==> config.mk <==
export PLATFORM = sky130hd
export DESIGN_NAME = spl_sys_pll_ctl
export DESIGN_NICKNAME = d
export VERILOG_FILES = /design/src/logic/spl_pkg.sv /design/src/logic/spl_sys_pll_ctl.sv
export SDC_FILE = /design/constraint.sdc
export NUM_CORES = 1
export LEC_CHECK = 0
export BUFFER_PORTS_ARGS = -buffer_cell sky130_fd_sc_hd__buf_2
export CORE_MARGIN = 10
export CORE_UTILIZATION = 45
export CTS_BUF_LIST = sky130_fd_sc_hd__clkbuf_8 sky130_fd_sc_hd__clkbuf_16
export CTS_CLUSTER_SIZE = 12
export DETAILED_ROUTE_END_ITERATION = 7
export PLACE_DENSITY = 0.71
export SYNTH_ARGS = -nofsm -noshare
export SYNTH_HDL_FRONTEND = slang
export SYNTH_SLANG_ARGS = --single-unit
==> constraint.sdc <==
create_clock -name ref_clk -period 4.7 [get_ports ref_clk]
set_input_delay 0.705 -clock ref_clk [delete_from_list [all_inputs] [get_ports ref_clk]]
set_output_delay 0.705 -clock ref_clk [all_outputs]
set_load 0.1 [all_outputs]
==> src/logic/spl_pkg.sv <==
// Purpose: Constants for the system PLL configuration and lock monitor.
// Assumes: APB slave with 32-bit data, one aligned word per register.
// Notes:   Offsets, fields, reset values and timing counts live here.
package spl_pkg;

  // ****************************************************************
  // Register offsets (byte addresses)
  // ****************************************************************
  localparam logic [7:0] ADDR_CTRL    = 8'h00; // Doubler, divider, apply
  localparam logic [7:0] ADDR_FREQ_LO = 8'h04; // Numerator bits 31:0
  localparam logic [7:0] ADDR_FREQ_HI = 8'h08; // Numerator 47:32, denominator
  localparam logic [7:0] ADDR_STATUS  = 8'h0c; // Lock state and load source
  localparam logic [7:0] ADDR_IRQ_ST  = 8'h10; // Sticky events, write one clears
  localparam logic [7:0] ADDR_IRQ_MSK = 8'h14; // Interrupt enables
  localparam logic [7:0] ADDR_GPO_CFG = 8'h18; // Loss-of-lock pin routing

  // ****************************************************************
  // Field layout
  // ****************************************************************
  localparam int NUM_W     = 48;
  localparam int DEN_W     = 16;
  localparam int FBDIV_W   = 10;
  localparam int CTRL_DBL  = 0;
  localparam int CTRL_DIV0 = 1;
  localparam int CTRL_DIVN = 10;
  localparam int CTRL_APPLY = 31;
  localparam int IRQ_W     = 4;
  localparam int EV_LOSS   = 0; // Lock lost
  localparam int EV_LOCK   = 1; // Lock gained
  localparam int EV_BADDIV = 2; // Divider out of range refused
  localparam int EV_NOSRC  = 3; // No valid boot source

  // ****************************************************************
  // Legal range and reset values
  // ****************************************************************
  localparam logic [FBDIV_W-1:0] FBDIV_MIN = 10'h06c; // 108
  localparam logic [FBDIV_W-1:0] FBDIV_MAX = 10'h22c; // 556
  localparam logic [FBDIV_W-1:0] FBDIV_RST = 10'h06c;
  localparam logic [DEN_W-1:0]   DEN_RST   = 16'h0001;

  // Lock window around the expected control code, in code units
  localparam logic [11:0] VC_MARGIN = 12'h020;
  localparam logic [11:0] VC_BASE   = 12'h100;

  // ****************************************************************
  // Timing
  // ****************************************************************
  localparam int CLK_MHZ    = 200;
  localparam int SETTLE_NS  = 1000; // Loop settle time after apply
  localparam int SETTLE_CYC = (SETTLE_NS * CLK_MHZ + 999) / 1000;

  typedef enum logic [2:0] {
    SPL_BOOT_WAIT,
    SPL_BOOT_OTP,
    SPL_BOOT_EEP,
    SPL_SETTLE,
    SPL_RUN
  } spl_state_e;

endpackage

==> src/logic/spl_sys_pll_ctl.sv <==
// Purpose: Digital control and lock monitor for the system analog PLL.
// Assumes: One clock, ref_clk at 200 MHz; boot sources are on the same clock.
// Notes:   Loop control voltage arrives as an ADC code from another domain.
`timescale 1ns/1ps

module spl_sys_pll_ctl (
  input  wire logic        ref_clk,
  input  wire logic        rst_n,
  input  wire logic        psel,
  input  wire logic        penable,
  input  wire logic        pwrite,
  input  wire logic [7:0]  paddr,
  input  wire logic [31:0] pwdata,
  output logic      [31:0] prdata,
  output logic             pready,
  output logic             pslverr,
  input  wire logic        otp_enable,
  input  wire logic        otp_valid,
  input  wire logic [63:0] otp_freq,
  input  wire logic        otp_doubler,
  input  wire logic [9:0]  otp_fbdiv,
  input  wire logic        eep_enable,
  input  wire logic        eep_valid,
  input  wire logic [63:0] eep_freq,
  input  wire logic        eep_doubler,
  input  wire logic [9:0]  eep_fbdiv,
  input  wire logic        boot_done,
  input  wire logic [11:0] loop_vc_code,
  output logic             pll_doubler_en,
  output logic      [9:0]  pll_fbdiv,
  output logic      [47:0] pll_freq_num,
  output logic      [15:0] pll_freq_den,
  output logic             lol_alarm,
  output logic             gpo_lol,
  output logic             irq
);

  // ****************************************************************
  // Synchronisers for inputs from outside the clock domain
  // ****************************************************************
  logic [11:0] vc_s1_q, vc_s2_q, vc_s3_q;
  logic        bd_s1_q, bd_s2_q;

  // Two stages; first stage feeds only the second
  always_ff @(posedge ref_clk or negedge rst_n)
  begin
    if (!rst_n)
    begin
      vc_s1_q <= 12'h000;
      vc_s2_q <= 12'h000;
      vc_s3_q <= 12'h000;
      bd_s1_q <= 1'b0;
      bd_s2_q <= 1'b0;
    end
    else
    begin
      vc_s1_q <= loop_vc_code;
      vc_s2_q <= vc_s1_q;
      vc_s3_q <= vc_s2_q; // Compare stage, after the synchroniser
      bd_s1_q <= boot_done;
      bd_s2_q <= bd_s1_q;
    end
  end

  // ****************************************************************
  // State
  // ****************************************************************
  spl_pkg::spl_state_e state_q, state_d;
  logic                     dbl_q, dbl_d;
  logic [9:0]               div_q, div_d;
  logic [47:0]              num_q, num_d;
  logic [15:0]              den_q, den_d;
  logic                     st_dbl_q, st_dbl_d;   // Staged, not yet applied
  logic [9:0]               st_div_q, st_div_d;
  logic [47:0]              st_num_q, st_num_d;
  logic [15:0]              st_den_q, st_den_d;
  logic                     lock_q, lock_d;
  logic                     src_q, src_d;        // 1 = loaded from EEPROM
  logic                     gpo_en_q, gpo_en_d;
  logic [spl_pkg::IRQ_W-1:0] ist_q, ist_d, msk_q, msk_d;
  logic [7:0]               cnt_q, cnt_d;
  logic [31:0]              rdata_q, rdata_d;
  logic                     rd_ack_q, rd_ack_d;   // Read data stands in rdata_q

  logic        wr, rd, vc_ok, apply_ok, apply_bad;
  logic [11:0] vc_exp;
  logic [spl_pkg::IRQ_W-1:0] ev;

  assign wr = psel && penable && pwrite;
  assign rd = psel && penable && !pwrite;

  // Expected control code from divider and doubler; no user limits needed
  assign vc_exp = spl_pkg::VC_BASE + {2'b00, div_q} + {11'h000, dbl_q};
  assign vc_ok  = (vc_s2_q >= vc_exp - spl_pkg::VC_MARGIN) &&
                  (vc_s2_q <= vc_exp + spl_pkg::VC_MARGIN);

  // Apply bit with a legal divider in the same write takes effect; others refused
  assign apply_ok  = wr && (paddr == spl_pkg::ADDR_CTRL) && pwdata[spl_pkg::CTRL_APPLY] &&
                     (pwdata[spl_pkg::CTRL_DIVN:spl_pkg::CTRL_DIV0] >= spl_pkg::FBDIV_MIN) &&
                     (pwdata[spl_pkg::CTRL_DIVN:spl_pkg::CTRL_DIV0] <= spl_pkg::FBDIV_MAX);
  assign apply_bad = wr && (paddr == spl_pkg::ADDR_CTRL) && pwdata[spl_pkg::CTRL_APPLY] &&
                     !apply_ok;

  // ****************************************************************
  // Configuration, boot load and lock tracking
  // ****************************************************************
  always_comb
  begin
    state_d  = state_q;
    dbl_d    = dbl_q;
    div_d    = div_q;
    num_d    = num_q;
    den_d    = den_q;
    st_dbl_d = st_dbl_q;
    st_div_d = st_div_q;
    st_num_d = st_num_q;
    st_den_d = st_den_q;
    lock_d   = lock_q;
    src_d    = src_q;
    cnt_d    = cnt_q;
    ev       = '0;
    unique case (state_q)
      spl_pkg::SPL_BOOT_WAIT:
        if (bd_s2_q)
        begin
          // OTP has priority when both are usable
          if (otp_enable && otp_valid)
            state_d = spl_pkg::SPL_BOOT_OTP;
          else if (eep_enable && eep_valid)
            state_d = spl_pkg::SPL_BOOT_EEP;
          else
          begin
            ev[spl_pkg::EV_NOSRC] = 1'b1;
            state_d = spl_pkg::SPL_SETTLE;  // Keep reset defaults
            cnt_d   = 8'(spl_pkg::SETTLE_CYC);
          end
        end
      spl_pkg::SPL_BOOT_OTP:
      begin
        dbl_d   = otp_doubler;
        div_d   = otp_fbdiv;
        num_d   = otp_freq[63:16];
        den_d   = otp_freq[15:0];
        src_d   = 1'b0;
        state_d = spl_pkg::SPL_SETTLE;
        cnt_d   = 8'(spl_pkg::SETTLE_CYC);
      end
      spl_pkg::SPL_BOOT_EEP:
      begin
        dbl_d   = eep_doubler;
        div_d   = eep_fbdiv;
        num_d   = eep_freq[63:16];
        den_d   = eep_freq[15:0];
        src_d   = 1'b1;
        state_d = spl_pkg::SPL_SETTLE;
        cnt_d   = 8'(spl_pkg::SETTLE_CYC);
      end
      spl_pkg::SPL_SETTLE:
      begin
        // Lock is not judged while the loop re-acquires
        lock_d = 1'b0;
        if (cnt_q != 8'h00)
          cnt_d = cnt_q - 8'h01;
        else
          state_d = spl_pkg::SPL_RUN;
      end
      spl_pkg::SPL_RUN:
        // Code bits cross unaligned; judge only a code seen twice alike
        if (vc_s2_q == vc_s3_q)
          lock_d = vc_ok;
      default:
        state_d = spl_pkg::SPL_BOOT_WAIT;
    endcase
    // Staging writes are held until an apply
    if (wr && paddr == spl_pkg::ADDR_FREQ_LO)
      st_num_d[31:0] = pwdata;
    if (wr && paddr == spl_pkg::ADDR_FREQ_HI)
    begin
      st_num_d[47:32] = pwdata[15:0];
      st_den_d        = pwdata[31:16];
    end
    if (wr && paddr == spl_pkg::ADDR_CTRL)
    begin
      st_dbl_d = pwdata[spl_pkg::CTRL_DBL];
      st_div_d = pwdata[spl_pkg::CTRL_DIVN:spl_pkg::CTRL_DIV0];
    end
    // Host reconfiguration only after boot load has finished
    if (apply_ok && (state_q == spl_pkg::SPL_RUN || state_q == spl_pkg::SPL_SETTLE))
    begin
      dbl_d   = pwdata[spl_pkg::CTRL_DBL];
      div_d   = pwdata[spl_pkg::CTRL_DIVN:spl_pkg::CTRL_DIV0];
      num_d   = st_num_q;
      den_d   = st_den_q;
      lock_d  = 1'b0;
      state_d = spl_pkg::SPL_SETTLE;
      cnt_d   = 8'(spl_pkg::SETTLE_CYC);
    end
    if (apply_bad)
      ev[spl_pkg::EV_BADDIV] = 1'b1;
    ev[spl_pkg::EV_LOSS] = lock_q && !lock_d;
    ev[spl_pkg::EV_LOCK] = !lock_q && lock_d;
  end

  // ****************************************************************
  // Interrupt and register file
  // ****************************************************************
  always_comb
  begin
    ist_d    = ist_q;
    msk_d    = msk_q;
    gpo_en_d = gpo_en_q;
    rdata_d  = rdata_q;
    rd_ack_d = rd && !rd_ack_q;
    if (wr && paddr == spl_pkg::ADDR_IRQ_ST)
      ist_d = ist_q & ~pwdata[spl_pkg::IRQ_W-1:0];
    // Set after clear so a same-cycle event survives
    ist_d = ist_d | ev;
    if (wr && paddr == spl_pkg::ADDR_IRQ_MSK)
      msk_d = pwdata[spl_pkg::IRQ_W-1:0];
    if (wr && paddr == spl_pkg::ADDR_GPO_CFG)
      gpo_en_d = pwdata[0];
    // Capture on the first access edge; the wait state shows it from a flop
    if (rd && !rd_ack_q)
    begin
      unique case (paddr)
        spl_pkg::ADDR_CTRL:    rdata_d = {21'h000000, div_q, dbl_q};
        spl_pkg::ADDR_FREQ_LO: rdata_d = num_q[31:0];
        spl_pkg::ADDR_FREQ_HI: rdata_d = {den_q, num_q[47:32]};
        spl_pkg::ADDR_STATUS:  rdata_d = {28'h0000000, src_q,
                                          state_q == spl_pkg::SPL_RUN, !lock_q, lock_q};
        spl_pkg::ADDR_IRQ_ST:  rdata_d = {28'h0000000, ist_q};
        spl_pkg::ADDR_IRQ_MSK: rdata_d = {28'h0000000, msk_q};
        spl_pkg::ADDR_GPO_CFG: rdata_d = {31'h00000000, gpo_en_q};
        default:               rdata_d = 32'h00000000;
      endcase
    end
  end

  // Register all state apart from the synchronisers
  always_ff @(posedge ref_clk or negedge rst_n)
  begin
    if (!rst_n)
    begin
      state_q  <= spl_pkg::SPL_BOOT_WAIT;
      dbl_q    <= 1'b0;
      div_q    <= spl_pkg::FBDIV_RST;
      num_q    <= 48'h000000000000;
      den_q    <= spl_pkg::DEN_RST;
      st_dbl_q <= 1'b0;
      st_div_q <= spl_pkg::FBDIV_RST;
      st_num_q <= 48'h000000000000;
      st_den_q <= spl_pkg::DEN_RST;
      lock_q   <= 1'b0;
      src_q    <= 1'b0;
      gpo_en_q <= 1'b0;
      ist_q    <= 4'h0;
      msk_q    <= 4'h0;
      cnt_q    <= 8'h00;
      rdata_q  <= 32'h00000000;
      rd_ack_q <= 1'b0;
    end
    else
    begin
      state_q  <= state_d;
      dbl_q    <= dbl_d;
      div_q    <= div_d;
      num_q    <= num_d;
      den_q    <= den_d;
      st_dbl_q <= st_dbl_d;
      st_div_q <= st_div_d;
      st_num_q <= st_num_d;
      st_den_q <= st_den_d;
      lock_q   <= lock_d;
      src_q    <= src_d;
      gpo_en_q <= gpo_en_d;
      ist_q    <= ist_d;
      msk_q    <= msk_d;
      cnt_q    <= cnt_d;
      rdata_q  <= rdata_d;
      rd_ack_q <= rd_ack_d;
    end
  end

  // ****************************************************************
  // Outputs
  // ****************************************************************
  // Reads take one wait state so read data comes straight from a flop
  assign pready         = !rd || rd_ack_q;
  assign pslverr        = 1'b0;
  assign prdata         = rdata_q;
  assign pll_doubler_en = dbl_q;
  assign pll_fbdiv      = div_q;
  assign pll_freq_num   = num_q;
  assign pll_freq_den   = den_q;
  assign lol_alarm      = !lock_q;
  assign gpo_lol        = gpo_en_q && !lock_q;
  assign irq            = |(ist_q & msk_q);

endmodule // spl_sys_pll_ctl

======== After elaboration in Yosys (flattened, before gate mapping) ========
Cells that the tools add are included.
operators by class
  shift operators ......................... 0
  order comparisons ....................... 4
  bitwise logic cells ..................... 4
  reduce and logical (&&, ||, !) cells .... 39
  equal/unequal tests ..................... 17
  divide/modulo/power cells ............... 0
  muxes and demuxes ....................... 31
  add/subtract/negate cells ............... 5
  multiply operators ...................... 0
operator list
  operator                                                             count
  one-hot mux 32 bit (7 select lines)                                  1
  one-hot mux 48 bit (2 select lines)                                  1
  two-way mux 48 bit                                                   1
  two-way mux 8 bit                                                    5
  one-hot mux 16 bit (2 select lines)                                  1
  == test 8 x 5 -> 1 bit (second input constant)                       3
  one-hot mux 8 bit (3 select lines)                                   1
  logical AND 1 bit                                                    21
  one-hot mux 10 bit (2 select lines)                                  1
  == test 8 x 4 -> 1 bit (second input constant)                       2
  two-way mux 16 bit                                                   1
  adder 11 x 1 -> 12 bit                                               1
  adder 12 x 6 -> 12 bit (second input constant)                       1
  == test 12 bit                                                       1
  greater-or-equal comparator 12 bit                                   1
  <= comparator 12 bit                                                 1
  one-hot mux 3 bit (4 select lines)                                   1
  subtractor 12 x 6 -> 12 bit (second input constant)                  1
  adder 9 x 10 -> 11 bit (first input constant)                        1
  greater-or-equal comparator 10 x 7 -> 1 bit (second input constant)  1
  <= comparator 10 bit (second input constant)                         1
  two-way mux 10 bit                                                   1
  two-way mux 1 bit                                                    9
  two-way mux 3 bit                                                    3
  26 further kinds                                                     39
storage, ports and cells
  memory bits (writable) .................. 0
  output and inout bits ................... 112
  memory bits (read-only) ................. 0
  bits in registers ....................... 232
  latch bits .............................. 0
  input bits .............................. 212
  memories kept ........................... 0
  word-level logic and storage cells ...... 121

======== Longest topological paths before layout ========
Gate-level depths: netlist of the first run.
  word-level depth ........................ 11
  depth in mapped cells ................... 16
  depth with buffers taken out ............ 16

======== Worst setup path before layout of the first run ========
Ideal clock, no wire load.
  path type ............................... flip-flop to flip-flop
  start point ............................. register div_q[0] (netlist: pll_fbdiv[0])
  end point ............................... register ist_q[1] (netlist name)
  clock period less this slack ............ 3647 ps
  path buffers ............................ 0
  required time ........................... 4579 ps
  stages on the path, launching flop included .. 17
  slack ................................... 1053 ps
  setup time .............................. 121 ps
  arrival ................................. 3526 ps
  cells stage by stage .................... dfrtp_1 -> ha_1 -> ha_1 -> inv_1 -> nor2_1 -> xnor2_1 -> ha_1 -> nand2_1 -> nor2_1 -> xnor2_1 -> ha_1 -> a21oi_1 -> nor2b_1 -> o21ai_0 -> o21ai_0 -> o32a_1 -> a22o_1
on the way
  word-level cells in the longest chain between the ends .. 10
  elaborated cells between the ends (all ways) .. 12
  those cells by class .................... add/sub (4); order compare (2); mux (3); bitwise (1); reduce/logical (2)
ends and longest elaborated chain
  what                                                                        RTL line                                      source
  start, declared                                                             spl_sys_pll_ctl.sv:70                         logic [9:0] div_q, div_d;
  start signal, assigned                                                      spl_sys_pll_ctl.sv:246                        div_q <= spl_pkg::FBDIV_RST;
  start signal, assigned                                                      spl_sys_pll_ctl.sv:266                        div_q <= div_d;
  adder 9 x 10 -> 11 bit *                                                    spl_sys_pll_ctl.sv:93                         assign vc_exp = spl_pkg::VC_BASE + {2'b00, div_q} + {11'h000, dbl_q};
  adder 11 x 1 -> 12 bit *                                                    spl_sys_pll_ctl.sv:93
  subtractor 12 x 6 -> 12 bit or adder 12 x 6 -> 12 bit (tied branches)       spl_sys_pll_ctl.sv:94, spl_sys_pll_ctl.sv:95
  greater-or-equal comparator 12 bit or <= comparator 12 bit (tied branches)  spl_sys_pll_ctl.sv:94, spl_sys_pll_ctl.sv:95
  logical AND 1 bit *                                                         spl_sys_pll_ctl.sv:94                         assign vc_ok = (vc_s2_q >= vc_exp - spl_pkg::VC_MARGIN) &&
  two-way mux 1 bit *                                                         spl_sys_pll_ctl.sv:169                        if (vc_s2_q == vc_s3_q)
  one-hot mux 1 bit (2 select lines) *                                        spl_sys_pll_ctl.sv:122                        unique case (state_q)
  two-way mux 1 bit *                                                         spl_sys_pll_ctl.sv:188                        if (apply_ok && (state_q == spl_pkg::SPL_RUN || state_q == spl_pkg::SPL_SETTLE))
  logical AND 1 bit *                                                         spl_sys_pll_ctl.sv:201                        ev[spl_pkg::EV_LOCK] = !lock_q && lock_d;
  bitwise OR 4 bit *                                                          spl_sys_pll_ctl.sv:217                        ist_d = ist_d | ev;
  net ist_d (one bit)                                                         spl_sys_pll_ctl.sv:80                         logic [spl_pkg::IRQ_W-1:0] ist_q, ist_d, msk_q, msk_d;
  end signal, assigned                                                        spl_sys_pll_ctl.sv:276                        ist_q <= ist_d;
  end, declared                                                               spl_sys_pll_ctl.sv:80
The timed path passes the listed nets; every way through them passes the cells marked *.
A chain may end at the register's enable or synchronous reset.

======== Worst setup path in the final report of the first run ========
  start point ............................. register dbl_q (netlist: pll_doubler_en)
  end point ............................... register ist_q[0] (netlist name)
on the way
  word-level cells in the longest chain between the ends .. 10
  elaborated cells between the ends (all ways) .. 12
  those cells by class .................... add/sub (3); order compare (2); mux (3); bitwise (1); reduce/logical (3)
ends and longest elaborated chain
  what                                                                        RTL line                                      source
  start, declared                                                             spl_sys_pll_ctl.sv:69                         logic dbl_q, dbl_d;
  start signal, assigned                                                      spl_sys_pll_ctl.sv:265                        dbl_q <= dbl_d;
  adder 11 x 1 -> 12 bit *                                                    spl_sys_pll_ctl.sv:93
  subtractor 12 x 6 -> 12 bit or adder 12 x 6 -> 12 bit (tied branches)       spl_sys_pll_ctl.sv:94, spl_sys_pll_ctl.sv:95
  greater-or-equal comparator 12 bit or <= comparator 12 bit (tied branches)  spl_sys_pll_ctl.sv:94, spl_sys_pll_ctl.sv:95
  logical AND 1 bit *                                                         spl_sys_pll_ctl.sv:94
  two-way mux 1 bit *                                                         spl_sys_pll_ctl.sv:169
  one-hot mux 1 bit (2 select lines) *                                        spl_sys_pll_ctl.sv:122
  two-way mux 1 bit *                                                         spl_sys_pll_ctl.sv:188
  zero test 1 bit *                                                           spl_sys_pll_ctl.sv:200                        ev[spl_pkg::EV_LOSS] = lock_q && !lock_d;
  logical AND 1 bit *                                                         spl_sys_pll_ctl.sv:200
  bitwise OR 4 bit *                                                          spl_sys_pll_ctl.sv:217
  net ist_d (one bit)                                                         spl_sys_pll_ctl.sv:80
Marked as above.

==> flow_summary_export.csv, run 1 <==
group,metric,value,unit
worst_setup_path,path_depth,14,
sta,relSlewSlack,37.3,%
final_layout,drive_gt1_share,30.2,%
sta,skew,0.00945,ns
sta,finalSetupViolCount,0,
final_layout,fillCellCount,2196,
worst_setup_path,endpoint_kind,"flip-flop",
clock_tree,cts.sinks,232,
grt,grt_util_all_layers,23.2,%
worst_setup_path,critical_path_required,5.12,ns
route,vias,10094,
clock_tree,cts_setup_buffers,0,
sta,slew_viol_final,0,
synth,ys_seq_elements,232,
grt,grt_pass1_wl,58.5,mm
sta,fin_crit_sh,70.8,%
worst_setup_path,crit_type,"flip-flop to flip-flop",
synth,ys_warn_count,0,
route,wl_met1,15.7,mm
place,placed_cell_area,13100,µm²
pwr,powerDensity,601,nW/µm²
die,die_x,178,µm
worst_setup_path,r2r-start,"pll_doubler_en",
route,avgViaCountPerCell,5.64,
sta,fmax,300,MHz
route,drc,0,
worst_setup_path,crit_buf_inv,0,
die,fp.coreArea,24500,µm²
min_path,hp-class,"input port to asynchronous set/reset pin",
clock_tree,cts-hold-fix-buffers,0,
grt,overflow,0,
die,fp.dieH,178,µm
sta,fin_tns_setup,0,ns
synth,synth_edf_count,0,
job,maxCapViolCount,0,
synth,synthCells,1152,
sta,hold_viol_final,0,
route,met3_length,3.52,mm
route,wirelength,37.9,mm
die,io_pins,324,
clock_tree,root_buffer,"clkbuf_16",
worst_setup_path,reg2reg_depth,14,
final_layout,area_growth,24.4,%
die,initial_core_util,45.9,%
synth,synth_cell_types,65,
sta,fin_hold_ws,0.258,ns
worst_setup_path,critPathLaunch,"pll_doubler_en",
clock_tree,clockBufferDepth,3,
pwr,vdd.ir_drop.worst,752,µV
clock_tree,cts_tree,"done",
pwr,leakagePower,6.83,nW
synth,synthArstFlopShare,100,%
final_layout,design_area,14000,µm²
route,drt_iter0_markers,966,
route,wl_met2,17.8,mm
clock_tree,post_cts_resized,0,
clock_tree,htreeDepth,1,
sta,fin_crit,3.33,ns
route,top_layer,"met4",
sta,rsz0062_at_grt,"false",
clock_tree,worstSkewPairLatency,0.52,ns
place,dp_hpwl,27.8,mm
worst_setup_path,worstPathCellList,"ha_1 > ha_1 > nand3_1 > nor2_1 > xnor2_1 > nor2_1 > xnor2_1 > ha_1 > a21oi_1 > nor2b_1 > o21ai_0 > o21ai_0 > o32a_1 > o31ai_1",
sta,worst_slew_pin_slew,0.932,ns
route,antenna_left,0,
worst_setup_path,slowest_delay,0.43,ns
route,drt_first_pass_iters,5,
grt,grt_antenna_before_repair,2,
grt,grt_pass1_vias,10344,
place,port_buffers,322,
worst_setup_path,crit_top_cell,"ha_1",
worst_setup_path,slowest_stage,"dfrtp_1",
final_layout,layout.nets,1682,
die,placementRows,57,
die,die_area,31700,µm²
run_status,status,"finished, final reports clean",
worst_setup_path,crit_family,"compound AO/OA/AOI/OAI gates",
route,wl_per_cell,21.2,µm
worst_setup_path,critPathLaunchType,"flip-flop",
grt,grt_max_degree,117,
worst_setup_path,cp_max_fo,5,
worst_setup_path,critPathArrivalTime,3.75,ns
synth,syn_area,11200,µm²
synth,yosysSeqAreaShare,51.8,%
place,place.gp.congestion,0.902,
synth,avgSynthCellArea,9.74,µm²
clock_tree,cts-buffers-inserted,26,
synth,synth-main-ff-cell,"dfrtp_1",
clock_tree,cts.clk_slew.worst_paths,0.06,ns
-- through the flow --
step,utilization (%),instances,setup WS [ns],power (mW)
after global routing,57.1,1788,0.985,8.78
after detailed placement,53.6,1742,1.13,6.44
after global placement,53.6,1742,1.22,6.40
after floorplan,-,1153,1.05,5.57
final,57.1,1790,1.37,8.39
after CTS,57.1,1787,1.39,8.43
-- state kept, by name, summed over array words and instances (netlist names), 3 cells and up --
register      count
cnt_q             8
ist_q             4
msk_q             4
pll_fbdiv        10
pll_freq_den     16
pll_freq_num     48
prdata           32
st_den_q         16
st_num_q         48
state_q           3
vc_s1_q          12
vc_s2_q          12
vc_s3_q          12
-- layout make-up --
type	instances	area [µm²]	area share, %
flip-flops and latches	232	5810	41.6
multi-input cells	830	5050	36.2
inverters	13	48.8	0.349
clock inverters	12	83.8	0.600
clock buffers	33	758	5.43
diodes	3	7.51	0.0538
well taps	324	405	2.90
repair buffers	343	1790	12.8
-- per-layer routing --
metal | GRT usage [%] | vias to the layer above
met2 | 37.4 | 454
li1 | - | 4692
met1 | 30.4 | 4889
met5 | 0 | -
met3 | 6.06 | 59
met4 | 6.36 | 0
-- worst register-to-register path: stages, from the launching register on --
cell	delay (ns)
dfrtp_1	0.43
ha_1	0.28
ha_1	0.29
nand3_1	0.12
nor2_1	0.23
xnor2_1	0.28
nor2_1	0.12
xnor2_1	0.14
ha_1	0.30
a21oi_1	0.16
nor2b_1	0.06
o21ai_0	0.12
o21ai_0	0.10
o32a_1	0.38
o31ai_1	0.24
-- layout by cell type (no fill, tap or decap), types with 7 or more instances in the layout --
master	count
buf_2	321
nand2_1	260
dfrtp_1	226
a21oi_1	145
o21ai_0	99
mux2_2	38
mux2_1	31
clkbuf_16	27
a221o_1	24
ha_1	24
a22oi_1	23
buf_4	20
inv_1	19
nor2_1	19
nand3_1	17
xor2_1	17
nor4_1	9
xnor2_1	9
nor3_1	8
nand4_1	7
a222oi_1	7
-- worst paths after layout --
path | endpoint | slack, ns
min reg2reg | vc_s2_q[8] | 0.34
max | ist_q[0] | 1.37
min | vc_s2_q[8] | 0.26
max reg2reg | ist_q[0] | 1.37
min in group ref_clk | vc_s1_q[11] | 0.29
max in group asynchronous | st_den_q[11] | 3.37
-- synth_stat cells, types with 4 or more instances --
| cell | instances | area, µm² |
|---|---|---|
| a21o_1 | 4 | 30.0 |
| a21oi_1 | 146 | 731 |
| a221o_1 | 24 | 240 |
| a222oi_1 | 7 | 70.1 |
| a22oi_1 | 23 | 173 |
| and3_1 | 4 | 25.0 |
| buf_1 | 5 | 18.8 |
| buf_2 | 14 | 70.1 |
| buf_4 | 6 | 45.0 |
| clkbuf_1 | 50 | 188 |
| dfrtp_1 | 226 | 5660 |
| dfstp_2 | 6 | 158 |
| ha_1 | 24 | 300 |
| inv_1 | 13 | 48.8 |
| mux2_1 | 31 | 349 |
| mux2_2 | 38 | 428 |
| mux2i_1 | 4 | 40.0 |
| nand2_1 | 261 | 980 |
| nand2b_1 | 5 | 31.3 |
| nand3_1 | 18 | 90.1 |
| nand4_1 | 7 | 43.8 |
| nor2_1 | 19 | 71.3 |
| nor2b_1 | 6 | 37.5 |
| nor3_1 | 9 | 45.0 |
| nor4_1 | 9 | 56.3 |
| o21ai_0 | 99 | 495 |
| xnor2_1 | 9 | 78.8 |
| xor2_1 | 17 | 149 |
-- where the power goes --
part | switching, mW | total, mW | leakage, nW | internal (mW)
clock network | 0.794 | 1.97 | 0.438 | 1.18
logic | 2.91 | 3.66 | 3.38 | 0.742
registers | 0.399 | 2.76 | 3.00 | 2.36
total | 4.11 | 8.39 | 6.83 | 4.29
-- cells by family (layout without fill, tap and decap cells) --
logic type | count (synthesis) | after routing | share of synthesized area (%)
simple gates | 363 | 363 | 14.3
mux | 73 | 73 | 7.28
other cells | 2 | 6 | 0.0669
buf+inv | 91 | 401 | 3.60
compound gates | 341 | 341 | 18.2
flops | 232 | 232 | 51.8
fa+ha+maj | 24 | 24 | 2.68
xor+xnor | 26 | 26 | 2.03
(Power assumes the default switching activity.)
==> run 2, diff against run 1 <==
==> constraint.sdc (replaced) <==
create_clock -name ref_clk -period 3.2 [get_ports ref_clk]
set_input_delay 0.48 -clock ref_clk [delete_from_list [all_inputs] [get_ports ref_clk]]
set_output_delay 0.48 -clock ref_clk [all_outputs]
set_load 0.1 [all_outputs]
==> run 2 against run 1 <==
The run now ends with negative hold slack left; register-to-register slack worse by 1.3 ns; clock skew is 0.0028 ns higher; clock power is 44% higher; critical path type unchanged; largest cell class unchanged; highest routed layer unchanged.
==> flow_summary_export.csv, run 2 (same netlist as run 1, synthesis figures left out) <==
group,metric,value,unit
run_status,status,"finished, violations left",
run_status,violations,"negative hold slack",
die,die_x,178,µm
clock_tree,root_buffer,"clkbuf_16",
worst_setup_path,crit_buf_inv,0,
final_layout,design_area,14200,µm²
grt,met3_usage,4.63,%
grt,grt_pass1_vias,9976,
grt,grt_antenna_before_repair,0,
route,avgViaCountPerCell,5.61,
sta,relSlewSlack,42.2,%
sta,rsz0062_at_grt,"true",
worst_setup_path,crit_family,"compound AO/OA/AOI/OAI gates",
worst_setup_path,critical_path_required,3.61,ns
final_layout,mostFrequentLayoutCell,"buf_2",
worst_setup_path,reg2reg_depth,14,
die,initial_core_util,45.9,%
die,io_pins,324,
route,wl_per_cell,20.7,µm
place,place.gp.congestion,0.879,
die,fp.dieH,178,µm
sta,worst_slew_pin_slew,0.868,ns
clock_tree,htreeDepth,1,
final_layout,final_cell_mix,"321 x buf_2, 260 x nand2_1, 221 x dfrtp_1",
grt,top_usage_layer,"met2",
route,drt_iter0_markers,863,
route,drt_first_pass_iters,5,
worst_setup_path,r2r-start,"pll_fbdiv[5]",
clock_tree,cts.sinks,232,
sta,fin_hold_ws,-0.0255,ns
die,die_area,31700,µm²
worst_setup_path,critPathLaunchType,"flip-flop",
clock_tree,cts.clk_slew.worst_paths,0.06,ns
die,placementRows,57,
worst_setup_path,crit_type,"flip-flop to flip-flop",
final_layout,final_util,58.1,%
sta,slew_viol_final,0,
clock_tree,cts-buffers-inserted,25,
route,antenna_left,0,
place,placed_cell_area,13300,µm²
final_layout,layout.nets,1695,
worst_setup_path,endpoint_kind,"flip-flop",
final_layout,area_growth,26.6,%
worst_setup_path,r2r-end,"ist_q[1]",
grt,overflow,0,
sta,hold_viol_final,19,
place,port_buffers,322,
clock_tree,cts_tree,"done",
sta,skew,0.0122,ns
sta,fin_crit,3.17,ns
worst_setup_path,critPathArrivalTime,3.58,ns
grt,grt_max_degree,95,
route,vias,10101,
route,wirelength,37.3,mm
sta,fmax,315,MHz
worst_setup_path,worstPathCellList,"nand4_1 > nor2_2 > xnor2_2 > ha_2 > nand2_1 > nor2_2 > xnor2_1 > ha_1 > a21oi_2 > nor2b_2 > o21ai_2 > o21ai_1 > o32a_1 > a22o_1",
pwr,powerDensity,875,nW/µm²
pwr,leakagePower,6.92,nW
grt,grt_util_all_layers,22.4,%
worst_setup_path,cp_max_fo,6,
min_path,hp-class,"input port to asynchronous set/reset pin",
worst_setup_path,slowest_delay,0.64,ns
grt,use_met2,38.2,%
pwr,vdd.ir_drop.worst,604,µV
route,drc,0,
die,fp.coreArea,24500,µm²
grt,grt_pass1_wl,56.2,mm
job,maxCapViolCount,0,
worst_setup_path,slowest_stage,"dfstp_4",
grt,grtUsageMet1,28.5,%
sta,fin_crit_sh,99.1,%
sta,finalSetupViolCount,0,
clock_tree,worstSkewPairLatency,0.52,ns
final_layout,stdcell_count,1800,
final_layout,fillCellCount,2143,
final_layout,drive_gt1_share,32.1,%
worst_setup_path,crit_top_cell,"nor2_2",
clock_tree,clockBufferDepth,3,
place,dp_cells,1751,
worst_setup_path,reg2reg_slack,0.03,ns
place,dp_hpwl,27.4,mm
run 2: changes by cell type in the layout (fill, tap and decap cells not counted), moves of 4 or more:
| cell | change |
|---|---|
| xnor2_1 | -4 |
| nor2_1 | -5 |
| xnor2_2 | +4 |
| buf_4 | +9 |
| buf_12 | +5 |
| dfrtp_1 | -5 |
run 2: what timing repair did:
action	4_1_cts	5_1_grt
hold buffers	0	0
cloned	0	0
pin swaps	1	12
endpoints found under the setup margin	3	3
setup buffers	0	5
gates resized for setup	1	18
run 2: report_power, final:
| group | switching, mW | internal, mW | total (mW) |
|---|---|---|---|
| Combinational | 4.36 | 1.20 | 5.56 |
| Clock | 1.15 | 1.68 | 2.83 |
| Sequential | 0.551 | 3.49 | 4.04 |
run 2: worst max path at each step:
| stage | startpoint | to | cells past startpoint |
|---|---|---|---|
| 2_1_floorplan | pll_fbdiv[2] | ist_q[1] | 15 |
| 3_3_place_gp | pll_fbdiv[0] | ist_q[1] | 15 |
| 3_5_place_dp | pll_fbdiv[0] | ist_q[1] | 15 |
| 4_1_cts | pll_fbdiv[0] | ist_q[0] | 16 |
| 5_1_grt | pll_fbdiv[5] | ist_q[1] | 14 |
| 6_report | pll_fbdiv[5] | ist_q[1] | 14 |
run 2: through the flow:
stage / worst slack, ns / total power [mW] / hold WS (ns) / TNS, ns
6_report: 0.0295 / 12.4 / -0.0255 / 0
5_1_grt: -0.170 / 13.0 / 0.0261 / -0.451
4_1_cts: 0.000188 / 12.4 / 0.00112 / 0
3_5_place_dp: -0.0319 / 9.54 / 0.336 / -0.0570
3_3_place_gp: 0.0339 / 9.49 / 0.332 / 0
2_1_floorplan: -0.00446 / 8.23 / 0.184 / -0.00446
run 2: cell type report:
cell class	count	area (µm²)	share of cell area, %
Antenna cell	1	2.50	0.0176
Clock buffer	30	694	4.89
Clock inverter	13	104	0.731
Inverter	13	48.8	0.343
Multi-Input combinational cell	830	5160	36.3
Sequential cell	232	5840	41.1
Tap cell	324	405	2.85
Timing Repair Buffer	357	1960	13.8
run 2: per-layer routing:
layer / routed length (µm) / up-vias
met5: 0 / -
met4: 839 / 0
met3: 3000 / 61
met2: 18300 / 387
met1: 15200 / 4941
li1: - / 4712
run 2: worst reg2reg max path: stages, from the launching register on:
cell,delay (ns)
dfstp_4,0.64
nand4_1,0.22
nor2_2,0.20
xnor2_2,0.15
ha_2,0.21
nand2_1,0.06
nor2_2,0.12
xnor2_1,0.12
ha_1,0.27
a21oi_2,0.15
nor2b_2,0.06
o21ai_2,0.14
o21ai_1,0.08
o32a_1,0.42
a22o_1,0.22
